File: src/logic/sadc_cfg.svh
// constants for the successive-approximation converter control block
`ifndef SADC_CFG_SVH
`define SADC_CFG_SVH
// register indices (printed offsets); byte address is four times the index
`define SADC_IDX_RESULT   8'h70
`define SADC_IDX_CSR      8'h71
`define SADC_ADDR_RESULT  10'h1c0
`define SADC_ADDR_CSR     10'h1c4
// control/status field positions
`define SADC_BIT_DONE     7
`define SADC_BIT_RSV6     6
`define SADC_BIT_ON       5
`define SADC_BIT_RSV4     4
`define SADC_CH_MSB       3
`define SADC_CH_LSB       0
// reset values
`define SADC_RST_RESULT   8'h00
`define SADC_RST_CSR      8'h00
// sequencing
`define SADC_CONV_PERIODS 4'hc
`define SADC_LOAD_PERIODS 4'h4
`define SADC_RES_BITS     4'h8
`define SADC_MSB_TRIAL    8'h80
`define SADC_ZERO8        8'h00
`define SADC_ZERO32       32'h00000000
// ahb encodings
`define SADC_HTRANS_NONSEQ 2'h2
`define SADC_HRESP_OKAY    1'b0
`endif

File: src/logic/sadc_pkg.sv
// types for the successive-approximation converter control block
package sadc_pkg;
	// sequencer states
	typedef enum logic [1:0] {
		SADC_OFF,
		SADC_LOAD,
		SADC_CONV
	} sadc_state_t;

	// control/status register as stored
	typedef struct packed {
		logic       done;
		logic       on;
		logic [3:0] channel;
	} sadc_csr_t;

	// analog front end controls
	typedef struct packed {
		logic       powered;
		logic       sample;
		logic [3:0] channel;
		logic [7:0] trial;
	} sadc_afe_t;
endpackage

File: src/logic/sadc_ctrl.sv
// converter sequencer and ahb-lite register slave
// Notes on behaviour
// - sample phase first, then capacitor isolated for eight approximation steps
// - while on, sampling and conversion repeat back to back unattended
// - whole conversion spans twelve converter periods, converter clock is cpu/2
// - input at or above upper reference yields ff, no overflow flag
// - input at or below lower reference yields 00
// - setting converter_on powers up, starts conversion, then converts continuously
// - each finished conversion sets done flag bit 7, never an interrupt
// - result stays stable until the next conversion finishes
// - csr write while on aborts, clears done flag, restarts conversion
// - done flag cleared by result read or csr write, not settable by software
// - converter_on read/write; zero switches off, one switches on
// - four-bit channel_select picks input 0 to 15 in binary
// - bits 6 and 4 reserved, read as zero, writes ignored
// - cpu wait mode leaves the converter running unchanged
// - halt mode disables the converter; software allows settling afterwards
// - result register read-only, unsigned 00 to ff, writes ignored
// - both registers reset to 00: off, channel 0, flag clear
//
// Design decision made here: the AHB-Lite interface to the registers.
`include "sadc_cfg.svh"

module sadc_ctrl (
	input  wire logic              hclk,          // cpu clock, 100 mhz
	input  wire logic              hresetn,       // async reset, active low
	input  wire logic              hsel,          // slave select
	input  wire logic [31:0]       haddr,         // byte address
	input  wire logic [1:0]        htrans,        // transfer type
	input  wire logic              hwrite,        // write when high
	input  wire logic [2:0]        hsize,         // transfer size
	input  wire logic [31:0]       hwdata,        // write data
	input  wire logic              hready,        // bus ready in
	output logic      [31:0]       hrdata,        // read data
	output logic                   hreadyout,     // always ready
	output logic                   hresp,         // always okay
	input  wire logic              halt_mode,     // cpu halt, stops converter
	input  wire logic              wait_mode,     // cpu wait, no effect
	input  wire logic              comp_above,    // comparator: input >= trial code
	output sadc_pkg::sadc_afe_t    afe            // analog front end controls
);
	import sadc_pkg::*;

	sadc_state_t state_r;
	sadc_csr_t   csr_r;
	logic [7:0]  result_r;
	logic [7:0]  sar_r;
	logic [7:0]  bit_r;
	logic [3:0]  per_r;
	logic        div_r;
	logic        ap_wr_r;
	logic        ap_rd_r;
	logic [9:0]  ap_addr_r;
	logic        wr_csr;
	logic        rd_res;
	logic        tick;
	logic        last;
	logic        run;

	// address decode shared by read and write paths
	function automatic logic is_addr(input logic [9:0] a, input logic [9:0] target);
		is_addr = (a == target);
	endfunction

	// ahb address phase capture; only word accesses are issued by the master
	always_ff @(posedge hclk or negedge hresetn) begin
		if (!hresetn) begin
			ap_wr_r   <= 1'b0;
			ap_rd_r   <= 1'b0;
			ap_addr_r <= 10'h000;
		end else if (hready) begin
			ap_wr_r   <= hsel && (htrans == `SADC_HTRANS_NONSEQ) && hwrite;
			ap_rd_r   <= hsel && (htrans == `SADC_HTRANS_NONSEQ) && !hwrite;
			ap_addr_r <= haddr[9:0];
		end
	end

	assign hreadyout = 1'b1;
	assign hresp     = `SADC_HRESP_OKAY;
	assign wr_csr    = ap_wr_r && is_addr(ap_addr_r, `SADC_ADDR_CSR);
	assign rd_res    = ap_rd_r && is_addr(ap_addr_r, `SADC_ADDR_RESULT);
	// halt gates the converter off; wait_mode deliberately unused by the sequencer
	assign run       = csr_r.on && !halt_mode;
	assign tick      = div_r;
	assign last      = (per_r == (`SADC_CONV_PERIODS - 4'h1));

	// read data combinational from stored state; unmapped reads give zero
	always_comb begin
		hrdata = `SADC_ZERO32;
		if (ap_rd_r && is_addr(ap_addr_r, `SADC_ADDR_RESULT)) begin
			hrdata[7:0] = result_r;
		end else if (ap_rd_r && is_addr(ap_addr_r, `SADC_ADDR_CSR)) begin
			hrdata[`SADC_BIT_DONE]             = csr_r.done;
			hrdata[`SADC_BIT_RSV6]             = 1'b0;
			hrdata[`SADC_BIT_ON]               = csr_r.on;
			hrdata[`SADC_BIT_RSV4]             = 1'b0;
			hrdata[`SADC_CH_MSB:`SADC_CH_LSB]  = csr_r.channel;
		end
	end

	// converter clock enable, one hclk in two
	always_ff @(posedge hclk or negedge hresetn) begin
		if (!hresetn) begin
			div_r <= 1'b0;
		end else begin
			div_r <= !div_r;
		end
	end

	// control fields and done flag in one process so the struct has one driver;
	// reserved bits are not stored at all; set at conversion end beats a result-read clear
	always_ff @(posedge hclk or negedge hresetn) begin
		if (!hresetn) begin
			csr_r.on      <= 1'b0;
			csr_r.channel <= 4'h0;
			csr_r.done    <= 1'b0;
		end else begin
			if (wr_csr) begin
				csr_r.on      <= hwdata[`SADC_BIT_ON];
				csr_r.channel <= hwdata[`SADC_CH_MSB:`SADC_CH_LSB];
			end
			if (wr_csr) begin
				csr_r.done <= 1'b0;
			end else if (run && tick && state_r == SADC_CONV && last) begin
				csr_r.done <= 1'b1;
			end else if (rd_res) begin
				csr_r.done <= 1'b0;
			end
		end
	end

	// sequencer: load for four periods, eight trial periods, repeat
	always_ff @(posedge hclk or negedge hresetn) begin
		if (!hresetn) begin
			state_r <= SADC_OFF;
			per_r   <= 4'h0;
			sar_r   <= `SADC_ZERO8;
			bit_r   <= `SADC_ZERO8;
		end else if (!run || wr_csr) begin
			// a csr write restarts from sampling; wr_csr takes effect after the write
			state_r <= SADC_OFF;
			per_r   <= 4'h0;
			sar_r   <= `SADC_ZERO8;
			bit_r   <= `SADC_ZERO8;
		end else if (tick) begin
			case (state_r)
				SADC_OFF: begin
					state_r <= SADC_LOAD;
					per_r   <= 4'h0;
				end
				SADC_LOAD: begin
					per_r <= per_r + 4'h1;
					if (per_r == (`SADC_LOAD_PERIODS - 4'h1)) begin
						state_r <= SADC_CONV;
						sar_r   <= `SADC_MSB_TRIAL;
						bit_r   <= `SADC_MSB_TRIAL;
					end
				end
				SADC_CONV: begin
					// comparator verdict on the current trial bit, then next lower
					sar_r <= (comp_above ? sar_r : (sar_r & ~bit_r)) | (bit_r >> 1);
					bit_r <= bit_r >> 1;
					if (last) begin
						state_r <= SADC_LOAD;
						per_r   <= 4'h0;
					end else begin
						per_r <= per_r + 4'h1;
					end
				end
				default: begin
					state_r <= SADC_OFF;
				end
			endcase
		end
	end

	// result updated only at conversion end; bus writes never reach it
	always_ff @(posedge hclk or negedge hresetn) begin
		if (!hresetn) begin
			result_r <= `SADC_RST_RESULT;
		end else if (run && !wr_csr && tick && state_r == SADC_CONV && last) begin
			result_r <= comp_above ? sar_r : (sar_r & ~bit_r);
		end
	end

	// front end drive from flip-flop state, except powered, which halt_mode gates directly
	always_comb begin
		afe.powered = run;
		afe.sample  = (state_r == SADC_LOAD);
		afe.channel = csr_r.channel;
		afe.trial   = sar_r;
	end
endmodule

File: config.mk
export PLATFORM = sky130hd
export DESIGN_NAME = sadc_ctrl
export DESIGN_NICKNAME = d
export VERILOG_FILES = /design/src/logic/sadc_pkg.sv /design/src/logic/sadc_ctrl.sv
export VERILOG_INCLUDE_DIRS = /design/src /design/src/logic
export SDC_FILE = /design/constraint.sdc
export NUM_CORES = 1
export LEC_CHECK = 0
export BUFFER_PORTS_ARGS = -buffer_cell sky130_fd_sc_hd__buf_2
export CAP_MARGIN = 25
export CORE_MARGIN = 2
export CORE_UTILIZATION = 42
export DETAILED_ROUTE_END_ITERATION = 6
export HOLD_SLACK_MARGIN = 0.03
export PLACE_DENSITY = 0.77
export SYNTH_ARGS = -nofsm -noshare
export SYNTH_HDL_FRONTEND = slang
export SYNTH_SLANG_ARGS = --single-unit
File: constraint.sdc
create_clock -name hclk -period 1.71 [get_ports hclk]
set_clock_uncertainty 0.05 [all_clocks]
set_input_delay 0.0855 -clock hclk [delete_from_list [all_inputs] [get_ports hclk]]
set_output_delay 0.0855 -clock hclk [all_outputs]
set_load 0.05 [all_outputs]
=== After elaboration in Yosys (flattened, before gate mapping) ===
Cells that the tools add are included.

* Register bits: 49
* Input port bits: 77
* Output and inout bits: 48
* Word-level logic and storage cells: 75

* $add $sub $neg: 1
* Eq/ne operators: 9
* Multiplexer cells: 22
* Bitwise logic cells: 3
* Reduce and logical (&&, ||, !) cells: 28

{| class="wikitable"
|+ Operator list
! cell !! count
|-
| $mux 8 || 8
|-
| $pmux 8 s2 || 2
|-
| $eq 10x9->1 const B || 2
|-
| $logic_and 1x1->1 || 14
|-
| $mux 4 || 3
|-
| $pmux 4 s3 || 1
|-
| $and 8x8->8 || 1
|-
| $mux 2 || 4
|-
| $not 8->8 || 1
|-
| $or 8x7->8 || 1
|-
| $pmux 2 s3 || 1
|-
| $reduce_and 3->1 || 2
|-
| $reduce_bool 3->1 || 2
|-
| $logic_not 1->1 || 5
|-
| $add 4x1->4 const B || 1
|-
| $eq 2x2->1 const B || 2
|-
| $eq 4x2->1 const B || 1
|-
| $eq 4x4->1 const B || 1
|-
| $reduce_bool 4->1 || 1
|-
| $mux 1 || 3
|-
| $ne 3x1->1 const B || 1
|-
| $ne 3x2->1 const B || 1
|-
| $eq 2x1->1 const B || 1
|-
| $logic_not 2->1 || 1
|-
| 3 further kinds || 3
|}

=== Longest topological paths before layout ===
Gate-level depths: netlist of run 1.

* Depth after elaboration: 7
* Gate-level depth with buffers: 7
* Gate-level depth less buffers: 6

=== Least setup slack after synthesis of run 1 ===
No wires, ideal clock.

* Path type: flip-flop to flip-flop
* From: register state_r[1]
* To: register state_r[0]
* Library setup time: 0.119 ns
* Data arrival time: 1.913 ns
* Required time: 1.541 ns
* Slack: -0.371 ns
* Stages on the path, launching flop included: 7
* Buffers on the path: 0
* Period minus slack after synthesis: 2.081 ns
* Cell sequence: dfrtp_1 -> inv_1 -> ha_1 -> and4bb_2 -> o31ai_1 -> mux2i_1 -> nor2_1

{| class="wikitable"
|+ RTL lines
! item !! line !! source
|-
| start: declaration || sadc_ctrl.sv:44 || <nowiki>sadc_state_t state_r;</nowiki>
|-
| start signal: assignment || sadc_ctrl.sv:135 || <nowiki>state_r <= SADC_OFF;</nowiki>
|-
| start signal: assignment || sadc_ctrl.sv:141 || <nowiki>state_r <= SADC_OFF;</nowiki>
|-
| start signal: assignment || sadc_ctrl.sv:148 || <nowiki>state_r <= SADC_LOAD;</nowiki>
|}

=== Final worst setup path of run 1 ===
* From: register ap_addr_r[9]
* To: output port hrdata[6]

* Cells in the longest elaborated chain, start to end: 3

{| class="wikitable"
|+ Ends and longest elaborated chain
! item !! line !! source
|-
| start: declaration || sadc_ctrl.sv:53 || <nowiki>logic [9:0] ap_addr_r;</nowiki>
|-
| start signal: assignment || sadc_ctrl.sv:74 || <nowiki>ap_addr_r <= haddr[9:0];</nowiki>
|-
| $eq 10x9->1 || sadc_ctrl.sv:62 || <nowiki>is_addr = (a == target);</nowiki>
|-
| $logic_and 1x1->1 || sadc_ctrl.sv:90 || <nowiki>if (ap_rd_r && is_addr(ap_addr_r, `SADC_ADDR_RESULT)) begin</nowiki>
|-
| $mux 8 || sadc_ctrl.sv:90 ||
|-
| end: declaration || sadc_ctrl.sv:34 || <nowiki>output logic [31:0] hrdata,</nowiki>
|}

No other way between the ends.

==> impl_metrics.py, run 1 <==
metrics = {
    "run_status": {
        "status": "finished, violations left",
        "violations": "negative setup slack",
    },
    "final_layout": {
        "multi_input_area_um2": 1420,
        "layout-drive-gt1-share": 0.438,
        "fin_cells": 399,
        "area_delta_synth_final_pct": 34.5,
        "regArea_um2": 1230,
        "antenna_cells": 0,
        "fin_nets": 405,
        "final.fill_count": 468,
    },
    "worst_setup_path": {
        "reg2reg_slack_ns": -0.04,
        "cp-end-kind": "output port",
        "worst_ep_arrival_time_ns": 1.67,
        "cp-start-kind": "register",
        "rr_startpoint": "per_r[1]",
        "crit_type": "register to output port",
        "regToRegEndpoint": "sar_r[2]",
        "r2r_cells": 6,
        "required_ns": 1.57,
        "critical_path_peak_fanout": 3,
    },
    "timing": {
        "fmax_mhz": 554,
        "fin_hold_ws_ns": 0.144,
        "slew_headroom": 0.587,
        "rsz0062_at_grt": "true",
        "final.min_clock_period_ns": 1.80,
        "post-route-worst-setup-slack_ns": -0.0935,
        "tightest_slew_ns": 0.620,
        "period_share": 1.05,
        "drv_slew": 0,
        "hold_viol": 0,
        "finalSetupTns_ns": -0.645,
        "setup-violations-final": 10,
    },
    "route": {
        "via_per_inst": 4.97,
        "antenna_left": 0,
        "vias": 1982,
        "first_pass_iters": 4,
        "finalWirelength_mm": 5.91,
        "drc": 0,
        "drt-initial-drc-count": 142,
        "wl_per_cell_um": 14.8,
    },
    "yosys": {
        "ys.flop_type": "dfrtp_1",
        "synth_async_sr_flop_share": 1.00,
        "synth.avg_cell_area_um2": 10.6,
        "synth_cell_type_count": 42,
        "synth_top_area_frac": 0.468,
        "netlist_area_um2": 2620,
        "netlist_top_cells_area": "dfrtp_1, buf_4, mux2_2",
        "synth-edff-count": 0,
        "ys_seq_elements": 49,
        "synth_top_area_cell": "dfrtp_1",
        "syn_inst": 247,
        "seq_area_frac_synth": 0.468,
        "ys_warn_count": 0,
    },
    "power": {
        "total_power_mw": 2.32,
        "swShare": 0.307,
        "comb_power_share": 0.161,
        "p_int_mw": 1.61,
        "pwr-share-seq": 0.525,
        "power_density_nw_per_um2": 658,
        "cellLeakagePower_nw": 1.58,
        "switchingPower_mw": 0.711,
        "irDropWorstVdd_mv": 0.392,
        "p_clk_frac": 0.314,
    },
    "clock_tree": {
        "root_buffer": "clkbuf_8",
        "clkTransAtPathRegs_ns": 0.10,
        "clock_latency_ns": 0.32,
        "cts_buffer_depth": 2,
        "ctsHtreeMaxLevel": 2,
        "numCtsBuffers": 5,
        "tritoncts": "built",
        "clock_sinks": 49,
    },
    "global_routing": {
        "grt_usage": 0.169,
        "first_global_vias": 2006,
        "grt_pass1_wl_mm": 9.40,
        "grt_max_degree": 50,
        "grt-ovfl-total": 0,
        "antenna_found_initial": 0,
    },
    "place": {
        "gp_congestion": 0.767,
        "place_inst": 364,
        "post-place-ws_ns": -0.0907,
        "dpl.hpwl_mm": 3.85,
        "portBuffers": 45,
    },
    "die": {
        "die_h_um": 83.0,
        "initial_utilization": 0.437,
        "core_area_um2": 5990,
        "rows": 28,
        "io_pins": 125,
        "die_w_um": 83.0,
        "die_area_um2": 6880,
    },
    "hold_path": {
        "hp-class": "primary input to register",
        "min-delay-start": "halt_mode",
        "worstHoldPathCells": 4,
        "min_to": "result_r[7]",
    },
    "flow_run": {
        "cap_violations": 0,
    },
}
[worst max path at each step]
stage | to | start | depth (start not counted) | slack (ns)
3_3_place_gp | sar_r[2] | per_r[1] | 5 | -0.02
6_report | hrdata[6] | ap_addr_r[9] | 5 | -0.09
2_1_floorplan | hrdata[0] | ap_addr_r[9] | 3 | -0.02
5_1_grt | hrdata[4] | ap_addr_r[9] | 5 | -0.18
4_1_cts | hrdata[4] | ap_addr_r[9] | 5 | -0.12
3_5_place_dp | per_r[2] | state_r[1] | 6 | -0.09
[worst max-delay path, stage by stage (launching register included)]
cell and delay, ns:
dfrtp_1 0.38, and4b_2 0.29, nand4_1 0.20, nor2_2 0.19, and2_4 0.17, buf_8 0.14
[layer usage]
metal,up-vias,wire (um),track usage
met5,-,0,0
met2,57,3110,0.289
met3,11,229,0.0378
met1,968,2460,0.214
met4,0,110,0.0492
li1,946,-,-
[logic make-up (layout without fill, tap and decap cells)]
logic type               count (synthesis)  in the layout  synth area share
multiplexers                            32             32             0.133
AND/OR/NAND/NOR                         76             76             0.156
adder cells (fa/ha/maj)                  5              5            0.0239
flip-flops                              49             49             0.468
AO/OA/AOI/OAI                           39             39            0.0980
buffers and inverters                   44             97             0.118
other                                    2             26           0.00287
[cell usage after synthesis, types with 2 or more instances]
cell,instances
nor2_1,18
mux2_2,22
a31oi_1,8
a21oi_1,12
dfrtp_1,49
nand3b_1,2
o21ai_0,5
inv_1,6
a21boi_0,7
nand3_1,8
buf_4,33
and2b_2,2
nor3_1,2
conb_1,2
nand2_1,31
ha_1,5
and2_1,2
mux2i_1,9
[power groups by stage]
stage               registers (mW)  logic, mW  clock network [mW]
floorplan                     1.23      0.302                   0
global placement              1.23      0.317                   0
detailed placement            1.24      0.321                   0
CTS                           1.22      0.359               0.742
global route                  1.22      0.396               0.796
finish                        1.22      0.373               0.727
[state kept, by name (all words and copies together) (netlist names), 2 cells and up]
| name | flops |
|---|---|
| afe | 4 |
| csr_r | 2 |
| result_r | 8 |
| bit_r | 8 |
| per_r | 4 |
| ap_addr_r | 10 |
| sar_r | 8 |
| state_r | 2 |
[per-stage QoR]
| stage | util | area [um2] |
|---|---|---|
| finish | 0.588 | 3520 |
| global route | 0.588 | 3520 |
| CTS | 0.549 | 3290 |
| detailed placement | 0.477 | 2860 |
| global placement | 0.477 | 2860 |
| floorplan | - | 2730 |
[what timing repair did]
action                                  in CTS  in global routing
endpoints found under the setup margin      27                 36
setup buffers                                4                  5
hold endpoints to repair                    65                  0
pin swaps                                    9                 15
gates resized for setup                     38                 39
hold buffers                                18                  0
[placed cells by master (no fill, tap or decap), drive strengths merged, types with 7 or more instances in the layout]
cell / instances
a31oi: 8
dfrtp: 49
mux2: 23
a21oi: 13
nand3: 9
mux2i: 9
dlygate4sd3: 18
a21boi: 7
nand2: 31
inv: 7
nor2: 18
conb: 26
buf: 65
[area by class of cell]
cell class / count / area share
clock buffers: 5 / 0.0195
clock inverters: 3 / 0.00746
inverters: 6 / 0.00710
repair buffers: 83 / 0.189
well taps: 75 / 0.0266
flip-flops and latches: 49 / 0.348
multi-input cells: 178 / 0.402
Note: power is estimated with default switching activity, not from simulation.
==> run 2, diff against run 1 <==
Settings changed: ABC_AREA from default to 1, CORE_UTILIZATION 42 to 43.
==> run 2 against run 1 <==
  * The run still ends with negative setup slack left
  * Non-clock buffer count up 6
  * Register-to-register slack better by 0.10 ns
  * Critical endpoint unchanged
  * Highest routed layer unchanged
  * Final cell count up 28%
==> impl_metrics.py, run 2 <==
metrics = {
    "hold_path": {
        "min-delay-start": "htrans[0]",
        "worstHoldPathCells": 4,
        "min_to": "ap_rd_r",
        "hp-class": "primary input to register",
    },
    "timing": {
        "hold_viol": 0,
        "tightest_slew_ns": 0.626,
        "fmax_mhz": 562,
        "final.min_clock_period_ns": 1.78,
        "post-route-worst-setup-slack_ns": -0.0679,
        "period_share": 1.04,
        "setup-violations-final": 8,
        "drv_slew": 0,
        "rsz0062_at_grt": "true",
        "finalSetupTns_ns": -0.431,
        "slew_headroom": 0.583,
    },
    "final_layout": {
        "multi_input_area_um2": 1420,
        "largest_reg_flops": 10,
        "layout-drive-gt1-share": 0.283,
        "antenna_cells": 0,
        "final_area_um2": 3670,
        "final.fill_count": 505,
        "layout_common_cells": "nand2_1, dfrtp_1, buf_2, inv_1, nand3_1",
        "regMostFlops": "ap_addr_r",
        "fin_nets": 516,
        "regArea_um2": 1230,
        "layout_commonest_cell": "nand2_1",
        "area_delta_synth_final_pct": 30.1,
    },
    "die": {
        "io_pins": 125,
        "rows": 29,
        "initial_utilization": 0.444,
        "core_area_um2": 6350,
        "die_h_um": 85.0,
        "die_area_um2": 7220,
        "die_w_um": 85.0,
    },
    "worst_setup_path": {
        "cpMostUsedCell": "nor2_1",
        "cp-end-kind": "output port",
        "crit_slowest_cell": "dfrtp_1",
        "regToRegEndpoint": "per_r[3]",
        "slowest_delay_ns": 0.40,
        "required_ns": 1.57,
        "cp_num_buf_inv": 2,
        "path_cells": "nor2_1, nand2_2, nor2_8, buf_8, nand2_8, nor2_1, buf_6",
        "crit_type": "register to output port",
        "critical_path_peak_fanout": 7,
        "worst_ep_arrival_time_ns": 1.64,
        "rr_startpoint": "state_r[1]",
        "reg2reg_slack_ns": 0.06,
        "critical-path-top-delay-family": "simple AND/OR/NAND/NOR gates",
        "cp-start-kind": "register",
        "startpoint": "ap_addr_r[5]",
        "r2r_cells": 6,
    },
    "run_status": {
        "status": "finished, violations left",
        "violations": "negative setup slack",
    },
    "global_routing": {
        "grt_max_degree": 50,
        "grt_pass1_wl_mm": 10.4,
        "grt-ovfl-total": 0,
        "antenna_found_initial": 0,
        "first_global_vias": 2262,
        "grt_usage": 0.176,
    },
    "yosys": {
        "seq_area_frac_synth": 0.435,
        "synth_cell_type_count": 31,
        "ys.flop_type": "dfrtp_1",
        "synth-edff-count": 0,
        "synth_top_area_cell": "dfrtp_1",
        "yosysMostFrequentCell": "nand2_1",
        "synth_top_cells_by_count": "nand2_1, dfrtp_1, buf_4",
        "ys_warn_count": 0,
        "synth_top_area_frac": 0.435,
        "synth_async_sr_flop_share": 1.00,
        "ys_seq_elements": 49,
        "netlist_area_um2": 2820,
        "synth.avg_cell_area_um2": 7.99,
        "syn_inst": 353,
        "netlist_top_cells_area": "dfrtp_1, nand2_1, buf_4",
    },
    "clock_tree": {
        "cts_buffer_depth": 2,
        "clock_latency_ns": 0.31,
        "clock_sinks": 49,
        "clkTransAtPathRegs_ns": 0.09,
        "ctsHtreeMaxLevel": 2,
        "tritoncts": "built",
        "root_buffer": "clkbuf_8",
        "numCtsBuffers": 5,
    },
    "power": {
        "irDropWorstVdd_mv": 0.481,
        "power_density_nw_per_um2": 931,
        "cellLeakagePower_nw": 1.90,
    },
    "route": {
        "drt-initial-drc-count": 208,
        "antenna_left": 0,
        "drc": 0,
        "vias": 2507,
        "via_per_inst": 4.90,
        "finalWirelength_mm": 6.91,
        "wl_per_cell_um": 13.5,
        "first_pass_iters": 5,
    },
    "flow_run": {
        "cap_violations": 0,
    },
    "place": {
        "portBuffers": 45,
        "placed_area_um2": 3030,
        "gp_congestion": 0.865,
        "post-place-ws_ns": 0.0782,
        "dpl.hpwl_mm": 4.01,
    },
}
## run 2: what timing repair did
| item | in CTS | in global routing |
|---|---|---|
| endpoints found under the setup margin | 8 | 41 |
| gates resized for setup | 27 | 28 |
| buffers inserted | 1 | 14 |
| endpoints found under the hold margin | 66 | 0 |
| cloned | 1 | 3 |
| pin swaps | 11 | 11 |
| hold buffers | 17 | 0 |
## run 2: through the flow
step / util / total power, mW / cells / hold slack [ns]
2_1_floorplan: - / 2.18 / 377 / -0.260
3_3_place_gp: 0.477 / 2.30 / 468 / 0.170
3_5_place_dp: 0.477 / 2.32 / 468 / 0.176
4_1_cts: 0.543 / 3.24 / 495 / 0.0440
5_1_grt: 0.578 / 3.58 / 512 / 0.0857
6_report: 0.578 / 3.41 / 512 / 0.0545
## run 2: how the worst max path moves through the flow
stage | to | slack, ns | cells past startpoint
finish | hrdata[6] | -0.07 | 7
global route | hrdata[1] | -0.16 | 9
CTS | hrdata[7] | -0.08 | 7
detailed placement | sar_r[6] | 0.08 | 9
global placement | hrdata[7] | 0.13 | 7
floorplan | hrdata[4] | -0.17 | 5
## run 2: metal layers
metal  GRT usage  routed length, um  up-vias
met5           0                  0        -
met4      0.0563                113        0
met3      0.0350                367       10
met2       0.306               3610       94
met1       0.220               2810     1179
li1            -                  -     1224
## run 2: worst reg2reg max path: cells and delay by family, from the launching register on
kind	cells	cell delay, ns
and+or+nand+nor	3	0.59
DFF	1	0.40
adders and majority gates	1	0.32
buffers and inverters	1	0.09
AOI/OAI and AO/OA	1	0.09
## run 2: logic make-up after synthesis
kind of cell,share of synthesized area
XOR/XNOR,0.00311
other,0.00266
flip-flops,0.435
adder cells (fa/ha/maj),0.0222
buffers and inverters,0.160
multiplexers,0.0200
AND/OR/NAND/NOR,0.284
AO/OA/AOI/OAI,0.0732
## run 2: power breakdown
group	leakage (nW)	total (mW)	switching [mW]	internal (mW)
clock	0.0574	0.890	0.414	0.476
sequential	0.617	1.30	0.0612	1.23
combinational	1.23	1.23	0.816	0.413
total	1.90	3.41	1.29	2.12
## run 2: cell type report
| type | instances | area share |
|---|---|---|
| Inverter | 34 | 0.0358 |
| Clock inverter | 2 | 0.0102 |
| Tap cell | 77 | 0.0263 |
| Clock buffer | 6 | 0.0225 |
| Sequential cell | 49 | 0.334 |
| Timing Repair Buffer | 89 | 0.185 |
| Multi-Input combinational cell | 255 | 0.386 |
